==> config.mk <==
export PLATFORM = sky130hd
export DESIGN_NAME = sfwl_core
export DESIGN_NICKNAME = d
export VERILOG_FILES = /design/src/verilog/sfwl_pkg.sv /design/src/verilog/sfwl_core.sv
export SDC_FILE = /design/constraint.sdc
export NUM_CORES = 1
export LEC_CHECK = 0
export BUFFER_PORTS_ARGS = -buffer_cell sky130_fd_sc_hd__buf_2
export CAP_MARGIN = 10
export CORE_MARGIN = 3
export CORE_UTILIZATION = 40
export DETAILED_ROUTE_END_ITERATION = 6
export SYNTH_ARGS = -nofsm -noshare
export SYNTH_HDL_FRONTEND = slang
export SYNTH_SLANG_ARGS = --single-unit
==> constraint.sdc <==
create_clock -name I_MCLK -period 3.1 [get_ports I_MCLK]
set_clock_uncertainty 0.05 [all_clocks]
set_input_delay 0.155 -clock I_MCLK [delete_from_list [all_inputs] [get_ports I_MCLK]]
set_output_delay 0.155 -clock I_MCLK [all_outputs]
set_load 0.01 [all_outputs]
==> src/verilog/sfwl_pkg.sv <==
// Constants, opcodes and status layout of the flash command interpreter.
// Assumes a 20 MHz core clock that oversamples the serial pins.
// Contract
// - Opcode 06 sets the write latch
// - Opcodes take 8 single or 2 quad clocks
// - Opcode 04 clears the write latch
// - Latch clears at reset, suspend, command completion
// - Ident read shifts out 24 bits
// - Ident read not decoded while busy
// - Chip select high returns to standby
// - Status read accepted at any time
// - Status read drives status on output
// - Bit 0 is the busy flag
// - Bit 1 latch gates program, erase, write
// - Protected targets are never programmed or erased
// - Bits 5..2 protect level, default zero
// - Chip erase only with protect level zero
// - Bit 6 quad enable gates single quad commands
// - Quad enable ignored in quad command mode
// - Bit 7 lock with pin low blocks writes
// - Status write needs byte boundary, self-timed
// - Quad mode or quad enable disables lock
package sfwl_pkg;
    // ==========================================================
    // Opcodes
    localparam logic [7:0] OP_SET_LATCH = 8'h06;
    localparam logic [7:0] OP_CLR_LATCH = 8'h04;
    localparam logic [7:0] OP_RD_STATE  = 8'h05;
    localparam logic [7:0] OP_RD_IDENT  = 8'h9F;
    localparam logic [7:0] OP_WR_STATE  = 8'h01;
    localparam logic [7:0] OP_PAGE_PGM  = 8'h02;
    localparam logic [7:0] OP_QUAD_PGM  = 8'h38;
    localparam logic [7:0] OP_SECT_ERS  = 8'h20;
    localparam logic [7:0] OP_HALF_ERS  = 8'h52;
    localparam logic [7:0] OP_BLK_ERS   = 8'hD8;
    localparam logic [7:0] OP_CHIP_ERS  = 8'hC7;
    localparam logic [7:0] OP_QUAD_RD_A = 8'hEB;
    localparam logic [7:0] OP_QUAD_RD_B = 8'hE7;
    // ==========================================================
    // Status word field positions and reset values
    localparam int         ST_BUSY_BIT  = 0;
    localparam int         ST_LATCH_BIT = 1;
    localparam int         ST_PROT_LSB  = 2;
    localparam int         ST_QE_BIT    = 6;
    localparam int         ST_LOCK_BIT  = 7;
    localparam logic [3:0] PROT_RESET   = 4'h0;
    localparam logic       QE_RESET     = 1'b0;
    localparam logic       LOCK_RESET   = 1'b0;
    // Arbitrary identity value, not any real maker code
    localparam logic [23:0] IDENT_VALUE = 24'h5A0117;
    // ==========================================================
    // Timing
    localparam int CLK_PERIOD_NS = 50;
    localparam int TW_NS         = 1000000;
    localparam int TW_CYCLES     = TW_NS / CLK_PERIOD_NS;
    localparam logic [3:0] BYTE_BITS = 4'h8;
    localparam logic [3:0] TOO_LONG  = 4'hF;
    // ==========================================================
    // Phases of one chip-select frame
    typedef enum logic [2:0] {
        PH_IDLE, PH_OPC, PH_DONE, PH_WDATA, PH_DOUT
    } sfwl_phase_e;
endpackage

==> src/verilog/sfwl_core.sv <==
// Serial flash command front end: latch, status and ident commands.
// Assumes the program/erase datapath sits outside and reports busy,
// completion and target protection on same-clock inputs.
`timescale 1ns/1ns
module sfwl_core #(
    parameter int TW_CYC = sfwl_pkg::TW_CYCLES  // Status write time
) (
    input  wire logic       I_MCLK,             // 20 MHz core clock
    input  wire logic       I_RESET_N,          // Sync reset, low
    input  wire logic       I_CS_N,             // Chip select pin
    input  wire logic       I_SCLK,             // Serial clock pin
    input  wire logic [3:0] I_SIO,              // I/O lines, in
    input  wire logic       I_QUAD_CMD_MODE,    // Quad command mode
    input  wire logic       I_PE_BUSY,          // Program/erase running
    input  wire logic       I_PE_DONE,          // Program/erase end
    input  wire logic       I_PE_SUSPEND,       // Program/erase suspend
    input  wire logic       I_TARGET_PROTECTED, // Target in prot area
    output logic      [3:0] O_SIO,              // I/O lines, out
    output logic      [3:0] O_SIO_OE,           // I/O line enables
    output logic      [7:0] O_STATUS,           // Live status word
    output logic            O_BUSY,             // Busy flag
    output logic            O_HW_LOCK_MODE,     // Hardware lock active
    output logic            O_CMD_STROBE,       // Accepted command
    output logic      [7:0] O_CMD_CODE          // Its opcode
);
    import sfwl_pkg::*;

    // ==========================================================
    // State
    typedef struct packed {
        logic [2:0]  cs_sy;    // Chip select synchroniser
        logic [2:0]  sclk_sy;  // Serial clock synchroniser
        logic [3:0]  sio_sy0;  // I/O first stage
        logic [3:0]  sio_sy1;  // I/O second stage
        logic [3:0]  sio_sy2;  // I/O third stage
        logic        cs_f;     // Filtered chip select
        logic        sclk_f;   // Filtered serial clock
        logic [3:0]  sio_f;    // Filtered I/O
        sfwl_phase_e ph;       // Frame phase
        logic [7:0]  sh;       // Input shifter
        logic [3:0]  cnt;      // Input bit count
        logic [7:0]  opc;      // Decoded opcode
        logic [23:0] out;      // Output shifter
        logic [4:0]  ocnt;     // Output bits left
        logic        ident;    // Output is ident, not status
        logic        write_latch_flag;      // Write latch flag
        logic [3:0]  bp;       // Protect level bits
        logic        qe;       // Quad I/O enable
        logic        state_word_write_lock;     // Status write lock
        logic        wr_busy;  // Self-timed status write
        logic [31:0] twc;      // Write cycle counter
        logic [7:0]  wr_val;   // Pending status byte
        logic [3:0]  sio_o;    // Output data
        logic [3:0]  sio_oe;   // Output enables
        logic        strobe;   // Command strobe
        logic [7:0]  code;     // Command code
    } sfwl_state_s;

    sfwl_state_s s_ff;       // Registered state
    sfwl_state_s nxt_s;      // Next state

    // True for program and erase opcodes that need the latch
    function automatic logic is_pe(input logic [7:0] b);
        return b == OP_PAGE_PGM || b == OP_QUAD_PGM ||
               b == OP_SECT_ERS || b == OP_HALF_ERS ||
               b == OP_BLK_ERS || b == OP_CHIP_ERS;
    endfunction

    // True for quad commands issued in single-wire framing
    function automatic logic is_quad1(input logic [7:0] b);
        return b == OP_QUAD_RD_A || b == OP_QUAD_RD_B ||
               b == OP_QUAD_PGM;
    endfunction

    // ==========================================================
    // Edges and derived levels
    logic        cs_ok;      // Chip select stages agree
    logic        sclk_ok;    // Serial clock stages agree
    logic        cs_rise;    // Frame end
    logic        cs_fall;    // Frame start
    logic        sclk_rise;  // Input sample point
    logic        sclk_fall;  // Output change point
    logic        quad;       // Quad command mode
    logic        busy;       // Any write cycle running
    logic        hw_lock;    // Hardware lock mode
    logic [7:0]  status;     // Status word
    logic [3:0]  step;       // Bits per serial clock
    logic [7:0]  lanes;      // Shifter after this clock
    logic [3:0]  agree;      // Per-lane agreement
    logic        opc_done;   // Last opcode clock
    logic        wr_ok;      // Status write accepted

    assign cs_ok     = s_ff.cs_sy[1] == s_ff.cs_sy[2];
    assign sclk_ok   = s_ff.sclk_sy[1] == s_ff.sclk_sy[2];
    assign cs_rise   = cs_ok && s_ff.cs_sy[2] && !s_ff.cs_f;
    assign cs_fall   = cs_ok && !s_ff.cs_sy[2] && s_ff.cs_f;
    assign sclk_rise = sclk_ok && s_ff.sclk_sy[2] && !s_ff.sclk_f;
    assign sclk_fall = sclk_ok && !s_ff.sclk_sy[2] && s_ff.sclk_f;
    assign agree     = ~(s_ff.sio_sy1 ^ s_ff.sio_sy2);
    assign quad      = I_QUAD_CMD_MODE;
    assign busy      = s_ff.wr_busy | I_PE_BUSY;
    // Lock needs lock bit and pin low, and neither quad setting
    assign hw_lock   = s_ff.state_word_write_lock & ~s_ff.sio_f[2]
                     & ~s_ff.qe & ~quad;
    assign status    = {s_ff.state_word_write_lock, s_ff.qe, s_ff.bp, s_ff.write_latch_flag, busy};
    assign step      = quad ? 4'h4 : 4'h1;
    // Single-wire mode reads lane 0 only; upper lines are ignored
    assign lanes     = quad ? {s_ff.sh[3:0], s_ff.sio_f}
                            : {s_ff.sh[6:0], s_ff.sio_f[0]};
    assign opc_done  = !s_ff.cs_f && sclk_rise && s_ff.ph == PH_OPC &&
                       s_ff.cnt + step == BYTE_BITS;
    // Exactly one byte, latch set, idle and unlocked
    assign wr_ok     = cs_rise && s_ff.ph == PH_WDATA &&
                       s_ff.cnt == BYTE_BITS && s_ff.write_latch_flag && !busy &&
                       !hw_lock;

    // ==========================================================
    // Next-state logic
    always_comb begin
        nxt_s        = s_ff;
        nxt_s.strobe = 1'b0;
        // Three-stage pin synchronisers; a change counts on agreement
        nxt_s.cs_sy   = {s_ff.cs_sy[1:0], I_CS_N};
        nxt_s.sclk_sy = {s_ff.sclk_sy[1:0], I_SCLK};
        nxt_s.sio_sy0 = I_SIO;
        nxt_s.sio_sy1 = s_ff.sio_sy0;
        nxt_s.sio_sy2 = s_ff.sio_sy1;
        nxt_s.sio_f   = (agree & s_ff.sio_sy2) | (~agree & s_ff.sio_f);
        if (cs_ok) begin
            nxt_s.cs_f = s_ff.cs_sy[2];
        end
        if (sclk_ok) begin
            nxt_s.sclk_f = s_ff.sclk_sy[2];
        end
        // Self-timed status write; new bits land at the end
        if (s_ff.wr_busy) begin
            nxt_s.twc = s_ff.twc - 32'h1;
            if (s_ff.twc == 32'h1) begin
                nxt_s.wr_busy = 1'b0;
                nxt_s.write_latch_flag     = 1'b0;
                nxt_s.state_word_write_lock    = s_ff.wr_val[ST_LOCK_BIT];
                nxt_s.qe      = s_ff.wr_val[ST_QE_BIT];
                nxt_s.bp      = s_ff.wr_val[ST_PROT_LSB +: 4];
            end
        end
        // Datapath completion and suspend drop the latch
        if (I_PE_DONE || I_PE_SUSPEND) begin
            nxt_s.write_latch_flag = 1'b0;
        end
        if (cs_fall) begin
            // New frame: any earlier partial opcode is gone
            nxt_s.ph  = PH_OPC;
            nxt_s.cnt = 4'h0;
            nxt_s.sh  = 8'h00;
        end else if (cs_rise) begin
            // Frame end; commands take effect only on a full opcode
            if (s_ff.ph == PH_DONE && s_ff.opc == OP_CLR_LATCH) begin
                nxt_s.write_latch_flag = 1'b0;
            end
            // Set comes last so it wins over a same-cycle clear
            if (s_ff.ph == PH_DONE && s_ff.opc == OP_SET_LATCH &&
                !busy) begin
                nxt_s.write_latch_flag = 1'b1;
            end
            if (wr_ok) begin
                nxt_s.wr_busy = 1'b1;
                nxt_s.wr_val  = s_ff.sh;
                nxt_s.twc     = 32'(TW_CYC);
            end
            nxt_s.ph     = PH_IDLE;
            nxt_s.sio_oe = 4'h0;
        end else if (!s_ff.cs_f && sclk_rise) begin
            if (s_ff.ph == PH_OPC) begin
                nxt_s.sh  = lanes;
                nxt_s.cnt = s_ff.cnt + step;
                if (opc_done) begin
                    nxt_s.opc = lanes;
                    nxt_s.ph  = PH_DONE;
                    if (lanes == OP_RD_STATE) begin
                        // Allowed even while busy
                        nxt_s.ph    = PH_DOUT;
                        nxt_s.out   = {status, 16'h0000};
                        nxt_s.ocnt  = 5'h08;
                        nxt_s.ident = 1'b0;
                    end else if (lanes == OP_RD_IDENT) begin
                        if (!busy && !quad) begin
                            nxt_s.ph    = PH_DOUT;
                            nxt_s.out   = IDENT_VALUE;
                            nxt_s.ocnt  = 5'h18;
                            nxt_s.ident = 1'b1;
                        end
                    end else if (lanes == OP_WR_STATE) begin
                        nxt_s.ph  = PH_WDATA;
                        nxt_s.cnt = 4'h0;
                    end else if (is_pe(lanes)) begin
                        // Latch, idle, protection and quad gating
                        if (s_ff.write_latch_flag && !busy &&
                            !I_TARGET_PROTECTED &&
                            !(lanes == OP_CHIP_ERS &&
                              s_ff.bp != PROT_RESET) &&
                            (quad || s_ff.qe ||
                             !is_quad1(lanes))) begin
                            nxt_s.strobe = 1'b1;
                            nxt_s.code   = lanes;
                        end
                    end else if (lanes != OP_SET_LATCH &&
                                 lanes != OP_CLR_LATCH) begin
                        // Other commands go on to the datapath
                        if (!busy && (quad || s_ff.qe ||
                                      !is_quad1(lanes))) begin
                            nxt_s.strobe = 1'b1;
                            nxt_s.code   = lanes;
                        end
                    end
                end
            end else if (s_ff.ph == PH_WDATA) begin
                // Extra clocks past the byte mark the write as bad
                if (s_ff.cnt < BYTE_BITS) begin
                    nxt_s.sh  = lanes;
                    nxt_s.cnt = s_ff.cnt + step;
                end else begin
                    nxt_s.cnt = TOO_LONG;
                end
            end
        end else if (!s_ff.cs_f && sclk_fall && s_ff.ph == PH_DOUT) begin
            // Output changes on falling clock, sampled on rising
            if (quad) begin
                nxt_s.sio_o  = s_ff.out[23:20];
                nxt_s.sio_oe = 4'hF;
                nxt_s.out    = {s_ff.out[19:0], 4'h0};
            end else begin
                nxt_s.sio_o  = {2'b00, s_ff.out[23], 1'b0};
                nxt_s.sio_oe = 4'h2;
                nxt_s.out    = {s_ff.out[22:0], 1'b0};
            end
            nxt_s.ocnt = s_ff.ocnt - {1'b0, step};
            // Status repeats with live contents until the frame ends
            if (s_ff.ocnt <= {1'b0, step} && !s_ff.ident) begin
                nxt_s.out  = {status, 16'h0000};
                nxt_s.ocnt = 5'h08;
            end
        end
    end

    // ==========================================================
    // State register; protect, quad and lock reset to defaults
    always_ff @(posedge I_MCLK) begin
        if (!I_RESET_N) begin
            s_ff         <= '0;
            s_ff.cs_sy   <= 3'h7;
            s_ff.cs_f    <= 1'b1;
            s_ff.ph      <= PH_IDLE;
            s_ff.write_latch_flag     <= 1'b0;
            s_ff.bp      <= PROT_RESET;
            s_ff.qe      <= QE_RESET;
            s_ff.state_word_write_lock    <= LOCK_RESET;
        end else begin
            s_ff <= nxt_s;
        end
    end

    assign O_SIO          = s_ff.sio_o;
    assign O_SIO_OE       = s_ff.sio_oe;
    assign O_STATUS       = status;
    assign O_BUSY         = busy;
    assign O_HW_LOCK_MODE = hw_lock;
    assign O_CMD_STROBE   = s_ff.strobe;
    assign O_CMD_CODE     = s_ff.code;
endmodule

==> results.txt <==
- Clock-pin slew was measured on the worst setup and hold paths at 60 ps.
* DR iter-0 viols: 355
- The area growth from synthesis to layout is 15.77%.
- Worst skew pair latency: 420 ps
- Fraction of layout instances using a drive strength above 1: 17.66%
- Max capacitance violation total: 0
- Cells fill 48.34% of the core in the end.
- Effective utilization at floorplan: 41.75%
- After floorplanning, the core was divided into 46 placement rows.
- Number of detailed-routing iterations run before antenna repair: 5
* Clock Tree Buf Depth: 2
- Counting the buffers created by CTS gives 17.
- The worst path uses 98.51% of the clock period.
- For the pin with the worst max-slew slack, the measured transition is 666.7 ps.
- Sink Count: 138
* Status: complete, no violations
- Global routing consumed, on the met2 layer, 27.27% of the routing resources.
* Final Wtd Congestion: 0.9029
- VDD sags by at most 0.4021 mV.
- Startpoint kind of the worst setup timing path: flip-flop
- Total track usage: 17.46%
* Y dimension of the die: 135.9 µm
- The routed layout has 5324 vias.
- The die covers 18480 µm².
* Number of port buffers: 39
- After synthesis, flip-flops and latches occupy 40.91% of the total area.
- After detailed routing, the number of remaining DRC violations is 0.
- Xor/xnor cell area share of the yosys netlist: 4.540%
* I/O pin total: 40
* Synth async-reset ratio: 0%
- The synthesized netlist devotes 24.62% of its cell area to simple gates.
- The root buffer cell chosen for the clock tree is sky130_fd_sc_hd__clkbuf_16.
- Detailed placement ended at an HPWL of 10880 µm.
- Hold timing on the final database bottoms out at a slack of 115.1 ps.
- In this run the tightest slew margin relative to its limit is 54.93%.
* FF-to-FF Start: s_ff[105]
- Crit path time final: 3054 ps
- Final antenna diode count: 0
* Worst setup path class: reg2reg
- The clock tree synthesis step divided the H-tree into 4 levels.
* Maximum number of pins on one net before global-route repair: 43
- Core region area: 16170 µm²
* Summed instance area of the synthesized netlist: 6753 µm²
- The number of nets handed over by synthesis was 780.
* Overall die width: 135.9 µm
* Worst Hold Depth: 5
* FILL cells: 1507
- In this run, synthesis inferred 0 flip-flops with an integrated enable.
* Required time of the worst setup path: 3410 ps
- TritonCTS built the clock tree.
- Setup repair after global routing could not meet its margin everywhere.
- By area, the combinational part of the netlist is dominated by simple AND/OR/NAND/NOR gates.
- Total Wirelength: 15690 µm
* Count of nets after finishing: 800
- Unique masters post-synth: 64
* Worst reg2reg path depth: 11
- met2 is the most crowded layer.
* Global-route met3 utilization: 4.774%
- Achievable frequency: 327.5 MHz
* Number of global-route vias before repair: 5148
- Predominant post-synthesis flop cell: sky130_fd_sc_hd__dfxtp_1
- The count of pins over their slew limit came to 0.
- In this run the worst path has a maximum fanout of 8.
- Synthesized netlist cell count: 754
- Path type of the worst min-delay path: in2reg
* Longest individual stage delay on the worst path: 490 ps
- For this run the aggregate overflow at the end of global routing stands at 0.
* Compound-gate portion of the synthesized area: 12.19%
* Number of antenna violations at the first check in global routing: 0
- Met1 GRT Util: 23.38%
- Critical-path cell with the highest stage delay: sky130_fd_sc_hd__or4bb_4
* Arrival time of data at the critical path endpoint: 3370 ps
* CP endpoint kind: flip-flop
- For this design the static power due to leakage is 3.037 nW.
- Per-cell routed wire length: 15.64 µm
- Total of flip-flops plus latches after synthesis: 138
* Most common library cell in the layout ignoring fill and taps: sky130_fd_sc_hd__dfxtp_1
* Final setup violation count: 0
- Critical path depth in cells: 11
* Via-per-instance ratio: 5.308
* Commonest cells after routing, fill and taps aside: sky130_fd_sc_hd__dfxtp_1, sky130_fd_sc_hd__nor2_1, sky130_fd_sc_hd__nand2_1
* Hold Vio Cnt, Final: 0
- Among cell families on the critical path, the largest total delay comes from simple AND/OR/NAND/NOR gates.
- In this run the remaining antenna-violating nets after routing total 0.
- The first global-routing pass estimated 25810 µm of wire.
* List of cells traversed by the critical path: ha_4 -> a31oi_2 -> ha_1 -> or4bb_4 -> nor4b_4 -> o211ai_1 -> nor4_1 -> o2111a_2 -> buf_12 -> mux2i_1 -> and2_1
- Synthesis Warnings: 0
* Multiplexer share of the synthesized area: 8.486%
- Summing the areas of all fa, ha and maj instances in the mapped netlist gives 2.409% of the synthesized area.
* CP Launch Point: s_ff[105]
- Dividing the synthesized area by the synthesized cell count gives 8.956 µm².
- Pwr/cell area: 522.6 nW/µm²
- The number of buffers and inverters on the critical path is 1.
- Min-Delay Startpoint: I_PE_DONE
[worst min-delay path, delay by kind of cell]
family,cells,cell delay [ps]
and+or+nand+nor,2,130
AOI/OAI and AO/OA,2,190
buffers and inverters,1,70
[layer usage]
metal  wire length [µm]  vias up
met1               7524     2532
met3                665       22
met4                214        0
li1                   -     2659
met5                  0        -
met2               7283      111
[repair_timing]
| action | CTS | global route |
|---|---|---|
| hold endpoints to repair | 7 | 0 |
| pin swaps | 0 | 6 |
| hold buffers | 7 | 0 |
| resized for setup | 1 | 7 |
| setup endpoints to repair | 7 | 33 |
| setup buffers | 0 | 1 |
[report_power, final]
group          switching (mW)  leakage, nW  internal [mW]  total [mW]
Clock                   0.753        0.305           1.41        2.16
Combinational          0.0804         1.62         0.0550       0.135
Sequential            0.00474         1.11           1.78        1.79
[final timing paths]
check | end | slack, ps
worst max-delay path | O_CMD_CODE[3] | 50
worst min-delay path | O_STATUS[1] | 120
worst max register to register | O_CMD_CODE[3] | 50
worst min register to register | nxt_s[141] | 370
[logic make-up (layout without fill, tap and decap cells)]
kind of cell / Yosys count / count (layout)
fa+ha+maj: 13 / 13
buf+inv: 91 / 124
mux: 55 / 55
xor+xnor: 35 / 35
compound gates: 113 / 113
simple gates: 309 / 309
flops: 138 / 138
[state kept, by name, indices dropped and copies added, names as in the netlist, named ones only]
signal,cells
s_ff,100
nxt_s,12
O_CMD_CODE,8
O_STATUS,7
O_SIO,4
O_SIO_OE,2
O_CMD_STROBE,1
[final cells by class]
class / instances / area, µm² / area share [%]
Timing Repair Buffer: 73 / 493.0 / 6.306
Inverter: 19 / 71.32 / 0.9123
Sequential cell: 138 / 2764 / 35.36
Clock buffer: 21 / 470.5 / 6.018
Tap cell: 216 / 270.3 / 3.457
Multi-Input combinational cell: 525 / 3582 / 45.82
Clock inverter: 11 / 166.4 / 2.129
[synth_stat cells (12+ instances only)]
| cell type | number | share of area (%) |
|---|---|---|
| sky130_fd_sc_hd__nand2_1 | 62 | 3.4 |
| sky130_fd_sc_hd__xnor2_1 | 27 | 3.5 |
| sky130_fd_sc_hd__dfxtp_1 | 138 | 41 |
| sky130_fd_sc_hd__o21ai_0 | 15 | 1.1 |
| sky130_fd_sc_hd__nor3_1 | 19 | 1.4 |
| sky130_fd_sc_hd__nor2b_1 | 21 | 1.9 |
| sky130_fd_sc_hd__nand3_1 | 24 | 1.8 |
| sky130_fd_sc_hd__buf_2 | 12 | 0.89 |
| sky130_fd_sc_hd__nor3b_1 | 17 | 1.9 |
| sky130_fd_sc_hd__a21oi_1 | 14 | 1.0 |
| sky130_fd_sc_hd__nor4_1 | 12 | 1.1 |
| sky130_fd_sc_hd__inv_1 | 19 | 1.1 |
| sky130_fd_sc_hd__a21boi_0 | 30 | 3.3 |
| sky130_fd_sc_hd__mux2i_1 | 37 | 5.5 |
| sky130_fd_sc_hd__and2_1 | 25 | 2.3 |
| sky130_fd_sc_hd__mux2_2 | 18 | 3.0 |
| sky130_fd_sc_hd__clkbuf_1 | 30 | 1.7 |
| sky130_fd_sc_hd__nor2_1 | 79 | 4.4 |
| sky130_fd_sc_hd__ha_1 | 13 | 2.4 |
| sky130_fd_sc_hd__buf_4 | 26 | 2.9 |
[per-stage QoR]
| stage | worst slack [ps] | total power, mW | setup TNS [ps] | area (µm²) | std cells |
|---|---|---|---|---|---|
| global placement | 103.9 | 1.950 | 0 | 7056 | 963 |
| global route | -103.7 | 4.218 | -472.5 | 7818 | 1003 |
| floorplan | 245.2 | 1.918 | 0 | 6753 | 754 |
| finish | 46.13 | 4.086 | 0 | 7818 | 1003 |
| detailed placement | -26.52 | 1.954 | -37.46 | 7056 | 963 |
| CTS | 9.333 | 4.128 | 0 | 7764 | 1002 |
No activity file was read; power rests on OpenSTA's default activity.
